--- src/rtl/cdl_io_regs.svh ---
// constants of the camera digital line block, with notes on behaviour
// Notes on behaviour
// - A line selector picks one physical pin or transport line to configure.
// - Each physical line can be set to input or to output.
// - A per-line inversion flips the line signal in both directions.
// - The logic state of the selected line is readable as one bit.
// - One word returns the level of every line, one bit each.
// - An output line carries the source signal chosen for it.
// - A bit selector picks one bit of the user output register.
// - A single-bit write stores into the selected bit; it reads back.
// - A whole word writes the bits enabled by the mask and reads the entire user output register.
// - A readable, writable mask is applied to whole-word writes.
`ifndef CDL_IO_REGS_SVH
`define CDL_IO_REGS_SVH

// line counts and register widths
`define CDL_N_PHYS       4
`define CDL_N_VIRT       4
`define CDL_N_ACQ        4
`define CDL_N_UOUT       8
`define CDL_SRC_W        4

// drive source codes: off, then acquisition signals, then user bits
`define CDL_SRC_OFF      4'h0
`define CDL_SRC_ACQ0     4'h1
`define CDL_SRC_USR0     4'h8

// reset values
`define CDL_MASK_RST_BIT 1'b1
`define CDL_UOUT_RST_BIT 1'b0

`endif

--- src/rtl/cdl_pkg.sv ---
// types shared by the camera digital line block
`include "cdl_io_regs.svh"

package cdl_pkg;

  // direction of one line
  typedef enum logic {
    CDL_DIR_IN,
    CDL_DIR_OUT
  } cdl_dir_e;

  // per-line configuration
  typedef struct packed {
    cdl_dir_e                  dir;
    logic                      flip;
    logic [`CDL_SRC_W-1:0]     src;
  } cdl_line_cfg_s;

endpackage : cdl_pkg

--- src/rtl/cdl_io.sv ---
// camera digital line block: line config, line status, user outputs
`timescale 1ns/10ps
`include "cdl_io_regs.svh"

module cdl_io #(
  parameter int N_PHYS = `CDL_N_PHYS,
  parameter int N_VIRT = `CDL_N_VIRT,
  parameter int N_ACQ  = `CDL_N_ACQ,
  parameter int N_UOUT = `CDL_N_UOUT
) (
  // clock and reset
  input  wire logic                        i_sys_clk,
  input  wire logic                        i_rstn,
  // line configuration
  input  wire logic [$clog2(N_PHYS+N_VIRT)-1:0] i_io_pin_pick,
  input  wire logic                        i_cfg_wr,
  input  wire logic                        i_pin_direction,
  input  wire logic                        i_pin_polarity_flip,
  input  wire logic [`CDL_SRC_W-1:0]       i_pin_drive_source,
  output logic                             o_pin_direction,
  output logic                             o_pin_polarity_flip,
  output logic [`CDL_SRC_W-1:0]            o_pin_drive_source,
  // line status
  output logic                             o_pin_level_read,
  output logic [N_PHYS+N_VIRT-1:0]         o_all_pins_level_word,
  // user output register
  input  wire logic [$clog2(N_UOUT)-1:0]   i_soft_out_bit_pick,
  input  wire logic                        i_soft_out_bit_wr,
  input  wire logic                        i_soft_out_bit,
  output logic                             o_soft_out_bit,
  input  wire logic                        i_soft_out_word_wr,
  input  wire logic [N_UOUT-1:0]           i_soft_out_word,
  output logic [N_UOUT-1:0]                o_soft_out_word,
  input  wire logic                        i_soft_out_mask_wr,
  input  wire logic [N_UOUT-1:0]           i_soft_out_write_mask,
  output logic [N_UOUT-1:0]                o_soft_out_write_mask,
  // internal acquisition signals, same clock
  input  wire logic [N_ACQ-1:0]            i_acq_sig,
  // connector pins
  input  wire logic [N_PHYS-1:0]           i_pin_in,
  output logic [N_PHYS-1:0]                o_pin_out,
  output logic [N_PHYS-1:0]                o_pin_oe,
  // transport layer virtual lines, same clock
  input  wire logic [N_VIRT-1:0]           i_tl_in,
  output logic [N_VIRT-1:0]                o_tl_out
);

  localparam int N_LINES = N_PHYS + N_VIRT;

  typedef struct packed {
    cdl_pkg::cdl_line_cfg_s [N_LINES-1:0] cfg;
    logic [N_PHYS-1:0]                   sync1;
    logic [N_PHYS-1:0]                   sync2;
    logic [N_PHYS-1:0]                   pin_out;
    logic [N_PHYS-1:0]                   pin_oe;
    logic [N_VIRT-1:0]                   tl_out;
    logic [N_UOUT-1:0]                   uout;
    logic [N_UOUT-1:0]                   mask;
    logic                                bit_rd;
    logic                                lvl_rd;
    logic [N_LINES-1:0]                  lvl_all;
    cdl_pkg::cdl_line_cfg_s              cfg_rd;
  } cdl_state_s;

  cdl_state_s           st_reg;
  cdl_state_s           st_next;
  logic [N_LINES-1:0]   in_all;
  logic [N_LINES-1:0]   drv;
  logic [N_LINES-1:0]   lvl;

  // value of a drive source code; unknown codes give a quiet low line
  function automatic logic cdl_src_value(
    input logic [`CDL_SRC_W-1:0] s,
    input logic [N_ACQ-1:0]      acq,
    input logic [N_UOUT-1:0]     usr
  );
    logic r;
    r = 1'b0;
    for (int k = 0; k < N_ACQ; k++) begin
      if (s == `CDL_SRC_W'(`CDL_SRC_ACQ0 + k)) begin
        r = acq[k];
      end
    end
    for (int k = 0; k < N_UOUT; k++) begin
      if (s == `CDL_SRC_W'(`CDL_SRC_USR0 + k)) begin
        r = usr[k];
      end
    end
    return r;
  endfunction : cdl_src_value

  // raw line inputs: synchronised pins low, transport lines high
  assign in_all = {i_tl_in, st_reg.sync2};

  // next state of the whole block
  always_comb begin
    st_next = st_reg;
    drv     = '0;
    lvl     = '0;
    // pins are asynchronous; the first stage feeds only the second
    st_next.sync1 = i_pin_in;
    st_next.sync2 = st_reg.sync1;
    if (i_cfg_wr) begin
      st_next.cfg[i_io_pin_pick].dir =
        cdl_pkg::cdl_dir_e'(i_pin_direction);
      st_next.cfg[i_io_pin_pick].flip = i_pin_polarity_flip;
      st_next.cfg[i_io_pin_pick].src  = i_pin_drive_source;
    end
    if (i_soft_out_word_wr) begin
      st_next.uout = (st_reg.uout & ~st_reg.mask) |
                     (i_soft_out_word & st_reg.mask);
    end
    // single bit write, wins over a word write on its bit
    if (i_soft_out_bit_wr) begin
      st_next.uout[i_soft_out_bit_pick] = i_soft_out_bit;
    end
    // mask store; a word written in the same cycle sees the old one
    if (i_soft_out_mask_wr) begin
      st_next.mask = i_soft_out_write_mask;
    end
    for (int k = 0; k < N_LINES; k++) begin
      drv[k] = cdl_src_value(st_reg.cfg[k].src, i_acq_sig, st_reg.uout);
      // inversion on input; status of outputs is the logical source
      if (st_reg.cfg[k].dir == cdl_pkg::CDL_DIR_OUT) begin
        lvl[k] = drv[k];
      end else begin
        lvl[k] = in_all[k] ^ st_reg.cfg[k].flip;
      end
    end
    for (int k = 0; k < N_PHYS; k++) begin
      st_next.pin_oe[k]  = (st_reg.cfg[k].dir == cdl_pkg::CDL_DIR_OUT);
      st_next.pin_out[k] = drv[k] ^ st_reg.cfg[k].flip;
    end
    // virtual lines idle low while set as inputs
    for (int k = 0; k < N_VIRT; k++) begin
      st_next.tl_out[k] =
        (st_reg.cfg[N_PHYS+k].dir == cdl_pkg::CDL_DIR_OUT) &&
        (drv[N_PHYS+k] ^ st_reg.cfg[N_PHYS+k].flip);
    end
    st_next.lvl_rd  = lvl[i_io_pin_pick];
    st_next.lvl_all = lvl;
    st_next.bit_rd  = st_reg.uout[i_soft_out_bit_pick];
    st_next.cfg_rd  = st_reg.cfg[i_io_pin_pick];
  end

  // state register; all lines come up as undriven inputs
  always_ff @(posedge i_sys_clk or negedge i_rstn) begin
    if (!i_rstn) begin
      st_reg      <= '0;
      st_reg.uout <= {N_UOUT{`CDL_UOUT_RST_BIT}};
      st_reg.mask <= {N_UOUT{`CDL_MASK_RST_BIT}};
    end else begin
      st_reg <= st_next;
    end
  end

  // outputs straight from the state register
  assign o_pin_direction       = st_reg.cfg_rd.dir;
  assign o_pin_polarity_flip   = st_reg.cfg_rd.flip;
  assign o_pin_drive_source    = st_reg.cfg_rd.src;
  assign o_pin_level_read      = st_reg.lvl_rd;
  assign o_all_pins_level_word = st_reg.lvl_all;
  assign o_soft_out_bit        = st_reg.bit_rd;
  assign o_soft_out_word       = st_reg.uout;
  assign o_soft_out_write_mask = st_reg.mask;
  assign o_pin_out             = st_reg.pin_out;
  assign o_pin_oe              = st_reg.pin_oe;
  assign o_tl_out              = st_reg.tl_out;
endmodule : cdl_io

--- config.mk ---
export PLATFORM = sky130hd
export DESIGN_NAME = cdl_io
export DESIGN_NICKNAME = d
export VERILOG_FILES = /design/src/rtl/cdl_pkg.sv /design/src/rtl/cdl_io.sv
export VERILOG_INCLUDE_DIRS = /design/src /design/src/rtl
export SDC_FILE = /design/constraint.sdc
export NUM_CORES = 1
export LEC_CHECK = 0
export ABC_AREA = 1
export BUFFER_PORTS_ARGS = -buffer_cell sky130_fd_sc_hd__clkbuf_2
export CORE_MARGIN = 2
export CORE_UTILIZATION = 63
export CTS_BUF_LIST = sky130_fd_sc_hd__clkbuf_4
export CTS_CLUSTER_DIAMETER = 30
export DETAILED_ROUTE_END_ITERATION = 12
export PLACE_DENSITY = 0.87
export SYNTH_ARGS = -nofsm -noshare
export SYNTH_HDL_FRONTEND = slang
export SYNTH_SLANG_ARGS = --single-unit
--- constraint.sdc ---
create_clock -name i_sys_clk -period 3.6 [get_ports i_sys_clk]
set_input_delay 0.36 -clock i_sys_clk [delete_from_list [all_inputs] [get_ports i_sys_clk]]
set_output_delay 0.36 -clock i_sys_clk [all_outputs]
set_load 0.005 [all_outputs]
==> impl_metrics.json, run 1 <==
{
  "drt-initial-drc-count": 698,
  "grt_pass1_wl_um": 25200,
  "fin_ws_ns": 1.75,
  "hold_viol": 0,
  "track_usage_pct": 32.1,
  "place_congestion": 0.974,
  "areaGrowthSynthToFinish_pct": 4.88,
  "drive_gt1_share_pct": 18.4,
  "setup_viol": 0,
  "synthCells": 765,
  "layout.cells.non_filler": 911,
  "ys_seq_elements": 100,
  "worst-endpoint-required_ns": 3.95,
  "crit_arrival_ns": 2.19,
  "largest_reg_flops": 44,
  "via_per_inst": 5.97,
  "cts_root_buffer": "clkbuf_4",
  "rsz0062_at_grt": "no",
  "ios": 91,
  "layout.nets": 842,
  "die-area_mm2": 0.0101,
  "skew_ns": 0.0129,
  "routedWlPerCell_um": 17.0,
  "path_class": "flop to flop",
  "core_mm2": 0.00915,
  "die_w_um": 100,
  "clock.fmax_ghz": 0.542,
  "start_util_pct": 64.1,
  "drv_slew": 0,
  "dp.cells": 890,
  "vias": 5438,
  "cts_tree": "yes",
  "place_ws_ns": 1.68,
  "clk_pin_slew_worst_paths_ns": 0.16,
  "timing.final.crit_share_pct": 51.3,
  "timing.final.crit_period_ns": 1.85,
  "postSynthAreaPerCell_um2": 7.67,
  "die_h_um": 100,
  "syn_nets": 812,
  "hp-class": "input port to flop",
  "end_kind": "flop",
  "synth_area_mm2": 0.00587,
  "clock-sinks": 100,
  "rows": 35,
  "cp-start-kind": "flop",
  "cp_max_fo": 8,
  "vdd_drop_max_mv": 0.315,
  "p_per_area_mw_per_mm2": 535,
  "htreeDepth": 3,
  "grt_max_degree": 44,
  "p_leak_nw": 3.09,
  "outcome": "finished, final reports clean",
  "drv_cap": 0,
  "slew_headroom_pct": 54.4,
  "wirelength_um": 15500,
  "synth_cell_types": 36,
  "overflow": 0,
  "worst_pin_slew_ns": 0.681,
  "diodes": 0,
  "postRouteAntennaNets": 0,
  "max-clock-path-buffers": 2,
  "port_buffers": 90,
  "drc": 0,
  "fin_setup_tns_ns": 0,
  "cts_buffers": 9,
  "antenna_found_initial": 0,
  "dp_hpwl_um": 11500,
  "clock_latency_ns": 0.46,
  "yosysWarnings": 0,
  "first_pass_iters": 8,
  "grt_pass1_vias": 5157,
  "seq_area_frac_synth_pct": 42.8
}
[cells by family (layout without fill, tap and decap cells)]
logic type | Yosys count | in the layout | share of synthesized area (%)
buffers and inverters | 159 | 194 | 14.4
XOR/XNOR | 12 | 12 | 1.79
AO/OA/AOI/OAI | 138 | 138 | 13.4
multiplexers | 2 | 2 | 0.384
AND/OR/NAND/NOR | 354 | 354 | 27.2
flip-flops | 100 | 100 | 42.8
[cells in the mapped netlist, drive strengths merged]
cell type      instances  area [µm²]
clkinv                 2        7.51
nand2                186         708
dfstp                  8         210
nand4                 24         175
dfrtp                 92        2300
o21ai                 93         465
or2                    3        18.8
clkdlybuf4s15          1        11.3
a21oi                  9        45.0
mux2                   2        22.5
o2111ai                5        43.8
nand3                 87         445
o21a                   3        22.5
inv                   79         297
a21boi                 3        22.5
xnor2                  4        35.0
xor2                   8        70.1
o22ai                  1        6.26
a211oi                 1        7.51
clkbuf                16        70.1
a221oi                 1        8.76
a31oi                  3        18.8
buf                   61         460
nor3                   1        5.00
nor2                  53         244
o211ai                19         143
[layer usage]
metal / GRT usage [%] / share of wire [%]
met1: 43.1 / 40
met2: 51.1 / 47
met4: 13.4 / 3.5
met3: 6.38 / 9.8
met5: 0 / 0
[placed cells by master (no fill, tap or decap), drive strengths merged]
cell type and n:
a211oi 1, a21boi 3, a21oi 9, a221oi 1
a31oi 3, buf 3, bufinv 2, clkbuf 99
clkinv 3, clkinvlp 1, dfrtp 92, dfstp 8
dlygate4sd3 5, inv 81, mux2 2, nand2 186
nand3 87, nand4 24, nor2 53, nor3 1
o2111ai 5, o211ai 19, o21a 3, o21ai 93
o22ai 1, or2 3, xnor2 4, xor2 8
[metrics by stage]
step,util [%],total power [W],hold slack (ns),area [µm²]
floorplan,-,0.00238,0.0644,5870
global placement,64.8,0.00253,0.318,5930
detailed placement,64.8,0.00259,0.322,5930
CTS,67.2,0.00328,0.0726,6150
global route,67.2,0.00349,0.0736,6150
finish,67.2,0.00329,0.0778,6150
[report_power, final]
group | internal, W | switching [W] | total (W)
Sequential | 0.00135 | 0.000290 | 0.00164
Combinational | 0.000378 | 0.000585 | 0.000963
Clock | 0.000298 | 0.000393 | 0.000691
Total | 0.00203 | 0.00127 | 0.00329
[critical path, cell delays in order (launching register included)]
cell     delay [ns]
dfrtp_1        0.45
inv_1          0.32
o21ai_0        0.13
nand3_1        0.09
nand2_1        0.05
nand2_1        0.06
nand4_1        0.14
nand3_1        0.15
nand3_1        0.12
nand3_1        0.14
nand4_1        0.09
[final timing paths]
kind                            cells past startpoint                  endpoint  slack (ns)                startpoint
worst max-delay path                               10          o_pin_level_read        1.75        o_soft_out_word[2]
worst min-delay path                                3  o_soft_out_write_mask[0]        0.08  i_soft_out_write_mask[0]
worst max register to register                     10          o_pin_level_read        1.75        o_soft_out_word[2]
worst min register to register                      0                 in_all[3]        0.37               st_next[47]
max in group asynchronous                           3  o_all_pins_level_word[5]        2.36                    i_rstn
min in group asynchronous                           2     o_pin_drive_source[0]        0.35                    i_rstn
[cell type report]
type | instances | area [µm²]
tap | 111 | 139
timing repair buffer | 97 | 518
clock buffer | 10 | 75.1
inverter | 81 | 304
sequential | 100 | 2510
multi-input combinational | 506 | 2510
clock inverter | 6 | 96.3
fill | 763 | 3000
[repair_timing]
action                                 4_1_cts  5_1_grt
endpoints found under the hold margin       32        0
gates resized for setup                      0        0
hold buffers                                 5        0
setup endpoints to repair                    0        0
buffers inserted                             0        0
(Power assumes the default switching activity.)
==> inputs of run 2 (changes only) <==
CORE_UTILIZATION = 54   (was 63)
PLACE_DENSITY = 0.79   (was 0.87)
clock period = 1.6 ns   (was 3.6 ns; I/O delays follow)
==> impl_metrics.json, run 2 (synthesis gave the netlist of run 1 again) <==
{
  "outcome": "finished, final reports clean",
  "worst-endpoint-required_ns": 2.03,
  "cp_max_fo": 6,
  "crit_path_start": "st_reg[77]",
  "overflow": 0,
  "layout_common_cells": "nand2_1 (181), clkbuf_2 (90), o21ai_0 (85)",
  "antenna_found_initial": 0,
  "drc": 0,
  "crit_path_top_delay_cell": "dfrtp_2",
  "timing.final.crit_period_ns": 1.59,
  "final_common_cell": "nand2_1",
  "port_buffers": 90,
  "clock.fmax_ghz": 0.631,
  "start_util_pct": 54.8,
  "layout.cells.non_filler": 1018,
  "rsz0062_at_grt": "yes",
  "clk_pin_slew_worst_paths_ns": 0.15,
  "cp-start-kind": "flop",
  "p_total_w": 0.00787,
  "core_mm2": 0.0107,
  "diodes": 0,
  "crit_arrival_ns": 2.02,
  "areaGrowthSynthToFinish_pct": 18.6,
  "r2r_end": "o_pin_level_read",
  "path_class": "flop to flop",
  "die_w_um": 108,
  "vdd_drop_max_mv": 0.537,
  "largest_reg_flops": 44,
  "cts_root_buffer": "clkbuf_4",
  "routedWlPerCell_um": 16.5,
  "rr_worst_depth": 11,
  "critical_path.endpoint": "o_pin_level_read",
  "cp_common_cell": "nand2_1",
  "slowest_delay_ns": 0.47,
  "postRouteAntennaNets": 0,
  "drt-initial-drc-count": 545,
  "die-area_mm2": 0.0117,
  "drv_cap": 0,
  "layout.nets": 920,
  "max-clock-path-buffers": 2,
  "wirelength_um": 16800,
  "via_per_inst": 5.59,
  "drv_slew": 0,
  "clock_latency_ns": 0.49,
  "place_congestion": 0.985,
  "grt_pass1_wl_um": 26700,
  "hold_viol": 0,
  "timing.final.crit_share_pct": 99.1,
  "htreeDepth": 3,
  "vias": 5690,
  "track_usage_pct": 30.0,
  "slew_headroom_pct": 67.1,
  "cts_tree": "yes",
  "drive_gt1_share_pct": 25.9,
  "p_per_area_mw_per_mm2": 1130,
  "critical_path.cell_chain": "nor2_2 > nand2_1 > nand2_1 > nand2_1 > nor2_1 > nand2_1 > nand4_2 > nand3_1 > nand3_1 > nand3_2 > nand4_1",
  "r2r_slack_ns": 0.01,
  "first_pass_iters": 7,
  "grt_pass1_vias": 5304,
  "dp.cells": 958,
  "die_h_um": 108,
  "rows": 38,
  "skew_ns": 0.0201,
  "end_kind": "flop",
  "worst_pin_slew_ns": 0.493,
  "clock-sinks": 100,
  "dp_hpwl_um": 12100,
  "cts_buffers": 9,
  "hp-class": "input port to flop",
  "setup_viol": 0,
  "p_leak_nw": 3.47,
  "r2r_start": "st_reg[77]",
  "grt_max_degree": 35,
  "ios": 91
}
run 2: changes by cell type in the layout (fill, tap and decap cells not counted), moves of 2 or more:
cell,before,now
buf_12,0,4
buf_6,0,4
o21ai_0,87,85
dfrtp_1,92,78
nor2_1,43,41
dlygate4sd3_1,5,29
o21ai_1,6,8
nor2_2,6,8
buf_4,3,48
nand3_1,85,76
dfrtp_2,0,14
nand3_2,2,11
run 2: worst min path at each step:
stage,startpoint,end,cells past startpoint,slack (ns)
after floorplan,i_rstn,in_all[0],0,-0.14
after global placement,i_rstn,o_tl_out[3],1,0.15
after detailed placement,i_rstn,o_tl_out[3],1,0.16
after CTS,i_soft_out_mask_wr,o_soft_out_write_mask[7],2,0.004
after global routing,i_soft_out_mask_wr,o_soft_out_write_mask[7],2,0.04
final,i_soft_out_mask_wr,o_soft_out_write_mask[7],2,0.008
run 2: worst max-delay path, delay by kind of cell (launching register included):
family / cells / cell delay [ns]
AND/OR/NAND/NOR: 11 / 1.07
flip-flops: 1 / 0.47
run 2: final cells by class:
cell class              count  area, µm²
well taps                 140        175
flip-flops and latches    100       2530
clock inverters             5       78.8
clock buffers              11       82.6
multi-input cells         506       2560
inverters                  81        307
fillers                   913       3740
repair buffers            175       1230
run 2: metal layers:
metal / global-route usage, % / wire length (µm) / vias to the layer above
li1: - / - / 2704
met1: 40.2 / 6850 / 2664
met2: 48.4 / 8000 / 285
met3: 5.30 / 1470 / 37
met4: 12.4 / 515 / 0
met5: 0 / 0 / -
run 2: repair_timing:
action	4_1_cts	5_1_grt
pin swaps	0	3
buffers inserted	4	11
endpoints found under the hold margin	57	0
hold buffers	29	0
setup endpoints to repair	2	5
gates resized for setup	9	30
run 2: through the flow:
stage / hold slack [ns] / setup WS [ns] / TNS (ns) / instance area, µm² / utilization, %
final: 0.00788 / 0.0149 / 0 / 6960 / 65.1
after global placement: 0.149 / 0.00867 / 0 / 6310 / 59.0
after floorplan: -0.136 / 0.215 / 0 / 5870 / -
after global routing: 0.0417 / -0.0991 / -0.145 / 6960 / 65.1
after CTS: 0.00359 / 0.00405 / 0 / 6800 / 63.6
after detailed placement: 0.156 / -0.0960 / -0.0960 / 6310 / 59.0
run 2: power breakdown:
group | internal (W) | switching [W] | leakage [nW]
Sequential | 0.00305 | 0.000511 | 1.20
Clock | 0.000663 | 0.000850 | 0.0807
Combinational | 0.00125 | 0.00154 | 2.19
Total | 0.00497 | 0.00290 | 3.47
==> inputs of run 3 (changes only) <==
ABC_AREA = unset   (was 1)
CORE_UTILIZATION = 59   (was 54)
PLACE_DENSITY = 0.82   (was 0.79)
clock period = 1.7 ns   (was 1.6 ns; I/O delays follow)
==> impl_metrics.json, run 3 <==
{
  "outcome": "finished, violations left",
  "violations": "negative setup slack",
  "yosys.area.top_type": "dfrtp_1",
  "setup_viol": 14,
  "die_h_um": 104,
  "cts_buffers": 9,
  "synth-simple-area-share_pct": 11.3,
  "start_util_pct": 60.6,
  "max-clock-path-buffers": 2,
  "cp_max_fo": 6,
  "end_kind": "flop",
  "postRouteAntennaNets": 0,
  "seq_area_mm2": 0.00253,
  "synth_cell_types": 77,
  "r2r_slack_ns": -0.25,
  "final_common_cell": "buf_4",
  "wirelength_um": 16700,
  "die-area_mm2": 0.0108,
  "synth_area_mm2": 0.00590,
  "dp_hpwl_um": 11200,
  "rsz0062_at_grt": "yes",
  "synthArstFlopShare_pct": 100,
  "port_buffers": 90,
  "vias": 4743,
  "ios": 91,
  "path_class": "flop to flop",
  "hold_start": "i_tl_in[0]",
  "synth.area.top_cells": "dfrtp_1 (39%), mux2_2 (13%), mux4_2 (6.5%), buf_4 (5.1%), dfstp_2 (3.6%)",
  "grt_pass1_vias": 4614,
  "grt_pass1_wl_um": 24900,
  "synth_compound_area_share_pct": 10.3,
  "cp-start-kind": "flop",
  "antenna_found_initial": 0,
  "seq_area_frac_synth_pct": 42.6,
  "slew_headroom_pct": 64.5,
  "crit_path_start": "o_soft_out_word[0]",
  "final_util_pct": 77.1,
  "worst_pin_slew_ns": 0.532,
  "synth.most_common_cell": "dfrtp_1",
  "drt-initial-drc-count": 400,
  "clk_pin_slew_worst_paths_ns": 0.15,
  "cts_tree": "yes",
  "synth-edff-count": 0,
  "routedWlPerCell_um": 21.1,
  "overflow": 0,
  "crit_arrival_ns": 2.38,
  "fillCellCount": 620,
  "synth_top_area_share_pct": 39.0,
  "p_per_area_mw_per_mm2": 1150,
  "drc": 0,
  "synth_top_family_by_area": "multiplexers",
  "htreeDepth": 3,
  "synth_flop_cell": "dfrtp_1",
  "vdd_drop_max_mv": 0.781,
  "core_mm2": 0.00973,
  "drive_gt1_share_pct": 55.6,
  "synth_fa_ha_area_share_pct": 0,
  "clock.fmax_ghz": 0.514,
  "drv_slew": 0,
  "place_congestion": 0.982,
  "ys_top_cells_by_count": "dfrtp_1 (92), mux2_2 (66), buf_4 (40)",
  "rr_worst_depth": 7,
  "skew_ns": 0.0216,
  "largest_reg_flops": 44,
  "timing.final.crit_share_pct": 114,
  "synth_xor_area_share_pct": 2.38,
  "fin_ws_ns": -0.246,
  "layout_common_cells": "buf_4 (95), clkbuf_2 (89), dfrtp_1 (79)",
  "ys_seq_elements": 100,
  "layout.nets": 698,
  "clock-sinks": 100,
  "yosysWarnings": 0,
  "grt_max_degree": 42,
  "r2r_end": "o_pin_level_read",
  "crit_path_top_delay_cell": "dfrtp_2",
  "hp-class": "input port to flop",
  "place_ws_ns": -0.422,
  "r2r_start": "o_soft_out_word[0]",
  "muxShareOfSynthArea_pct": 24.4,
  "via_per_inst": 6.01,
  "syn_nets": 539,
  "timing.final.crit_period_ns": 1.95,
  "diodes": 0,
  "cts_root_buffer": "clkbuf_4",
  "hold_viol": 0,
  "die_w_um": 104,
  "critical_path.endpoint": "o_pin_level_read",
  "p_leak_nw": 3.31,
  "critical_path.cell_chain": "buf_4 > mux2i_1 > mux4_2 > mux2_4 > a211oi_4 > a31oi_2 > nand4_1",
  "postSynthAreaPerCell_um2": 12.0,
  "clock_latency_ns": 0.49,
  "track_usage_pct": 30.0,
  "first_pass_iters": 5,
  "multiInputGateArea_mm2": 0.00309,
  "rows": 36,
  "areaGrowthSynthToFinish_pct": 27.2,
  "slowest_delay_ns": 0.47,
  "synthCells": 492,
  "drv_cap": 0,
  "worst-endpoint-required_ns": 2.13
}
==> run 3: critical path, delay by kind of cell (launching register included) <==
| family | cells | cell delay (ns) |
|---|---|---|
| AOI/OAI and AO/OA | 2 | 0.33 |
| buffers and inverters | 1 | 0.14 |
| DFF | 1 | 0.47 |
| muxes | 3 | 0.84 |
| and+or+nand+nor | 1 | 0.11 |
==> run 3: cell families (layout without fill, tap and decap cells) <==
| kind of cell | count (synthesis) | in the layout |
|---|---|---|
| AO/OA/AOI/OAI | 78 | 78 |
| XOR/XNOR | 16 | 16 |
| buffers and inverters | 78 | 242 |
| flip-flops | 100 | 100 |
| multiplexers | 110 | 110 |
| AND/OR/NAND/NOR | 110 | 110 |
==> run 3: worst min-delay path by stage <==
stage	to	slack, ns	depth (start not counted)
floorplan	in_all[0]	-0.13	0
global placement	st_reg[82]	0.18	1
detailed placement	st_reg[82]	0.19	1
CTS	o_all_pins_level_word[4]	0.008	4
global route	st_reg[99]	0.05	2
finish	o_all_pins_level_word[4]	0.06	4
==> run 3: through the flow <==
step	hold WS [ns]	setup TNS, ns	total power [W]	std cells	area [µm²]
final	0.0588	-1.67	0.00862	789	7500
after global routing	0.0510	-2.17	0.00906	789	7500
after CTS	0.00849	-1.38	0.00820	772	7220
after detailed placement	0.191	-2.09	0.00662	723	6640
after global placement	0.182	-1.97	0.00654	723	6640
after floorplan	-0.126	-0.204	0.00557	492	5920
==> run 3: what timing repair did <==
item,in CTS,in global routing
hold endpoints to repair,58,0
setup endpoints to repair,17,17
pin swaps,16,15
setup buffers,9,18
cloned,0,0
gates resized for setup,32,30
hold buffers,24,0
==> run 3: report_power, final <==
group / internal [W] / switching (W) / total, W
combinational: 0.00217 / 0.00160 / 0.00377
clock: 0.000496 / 0.000772 / 0.00127
sequential: 0.00296 / 0.000623 / 0.00358
==> run 3: layer usage <==
| layer | wire (µm) | global-route usage [%] |
|---|---|---|
| met5 | 0 | 0 |
| met4 | 580 | 11.4 |
| met3 | 1210 | 8.02 |
| met2 | 8090 | 47.2 |
| met1 | 6800 | 40.1 |
==> run 3: cell type report <==
type                       count  area share [%]
multi-input combinational    314            41.2
sequential                   100            33.7
timing repair buffer         219            20.6
tap                          133            2.22
clock buffer                  12            1.20
clock inverter                 4           0.667
inverter                       7           0.350
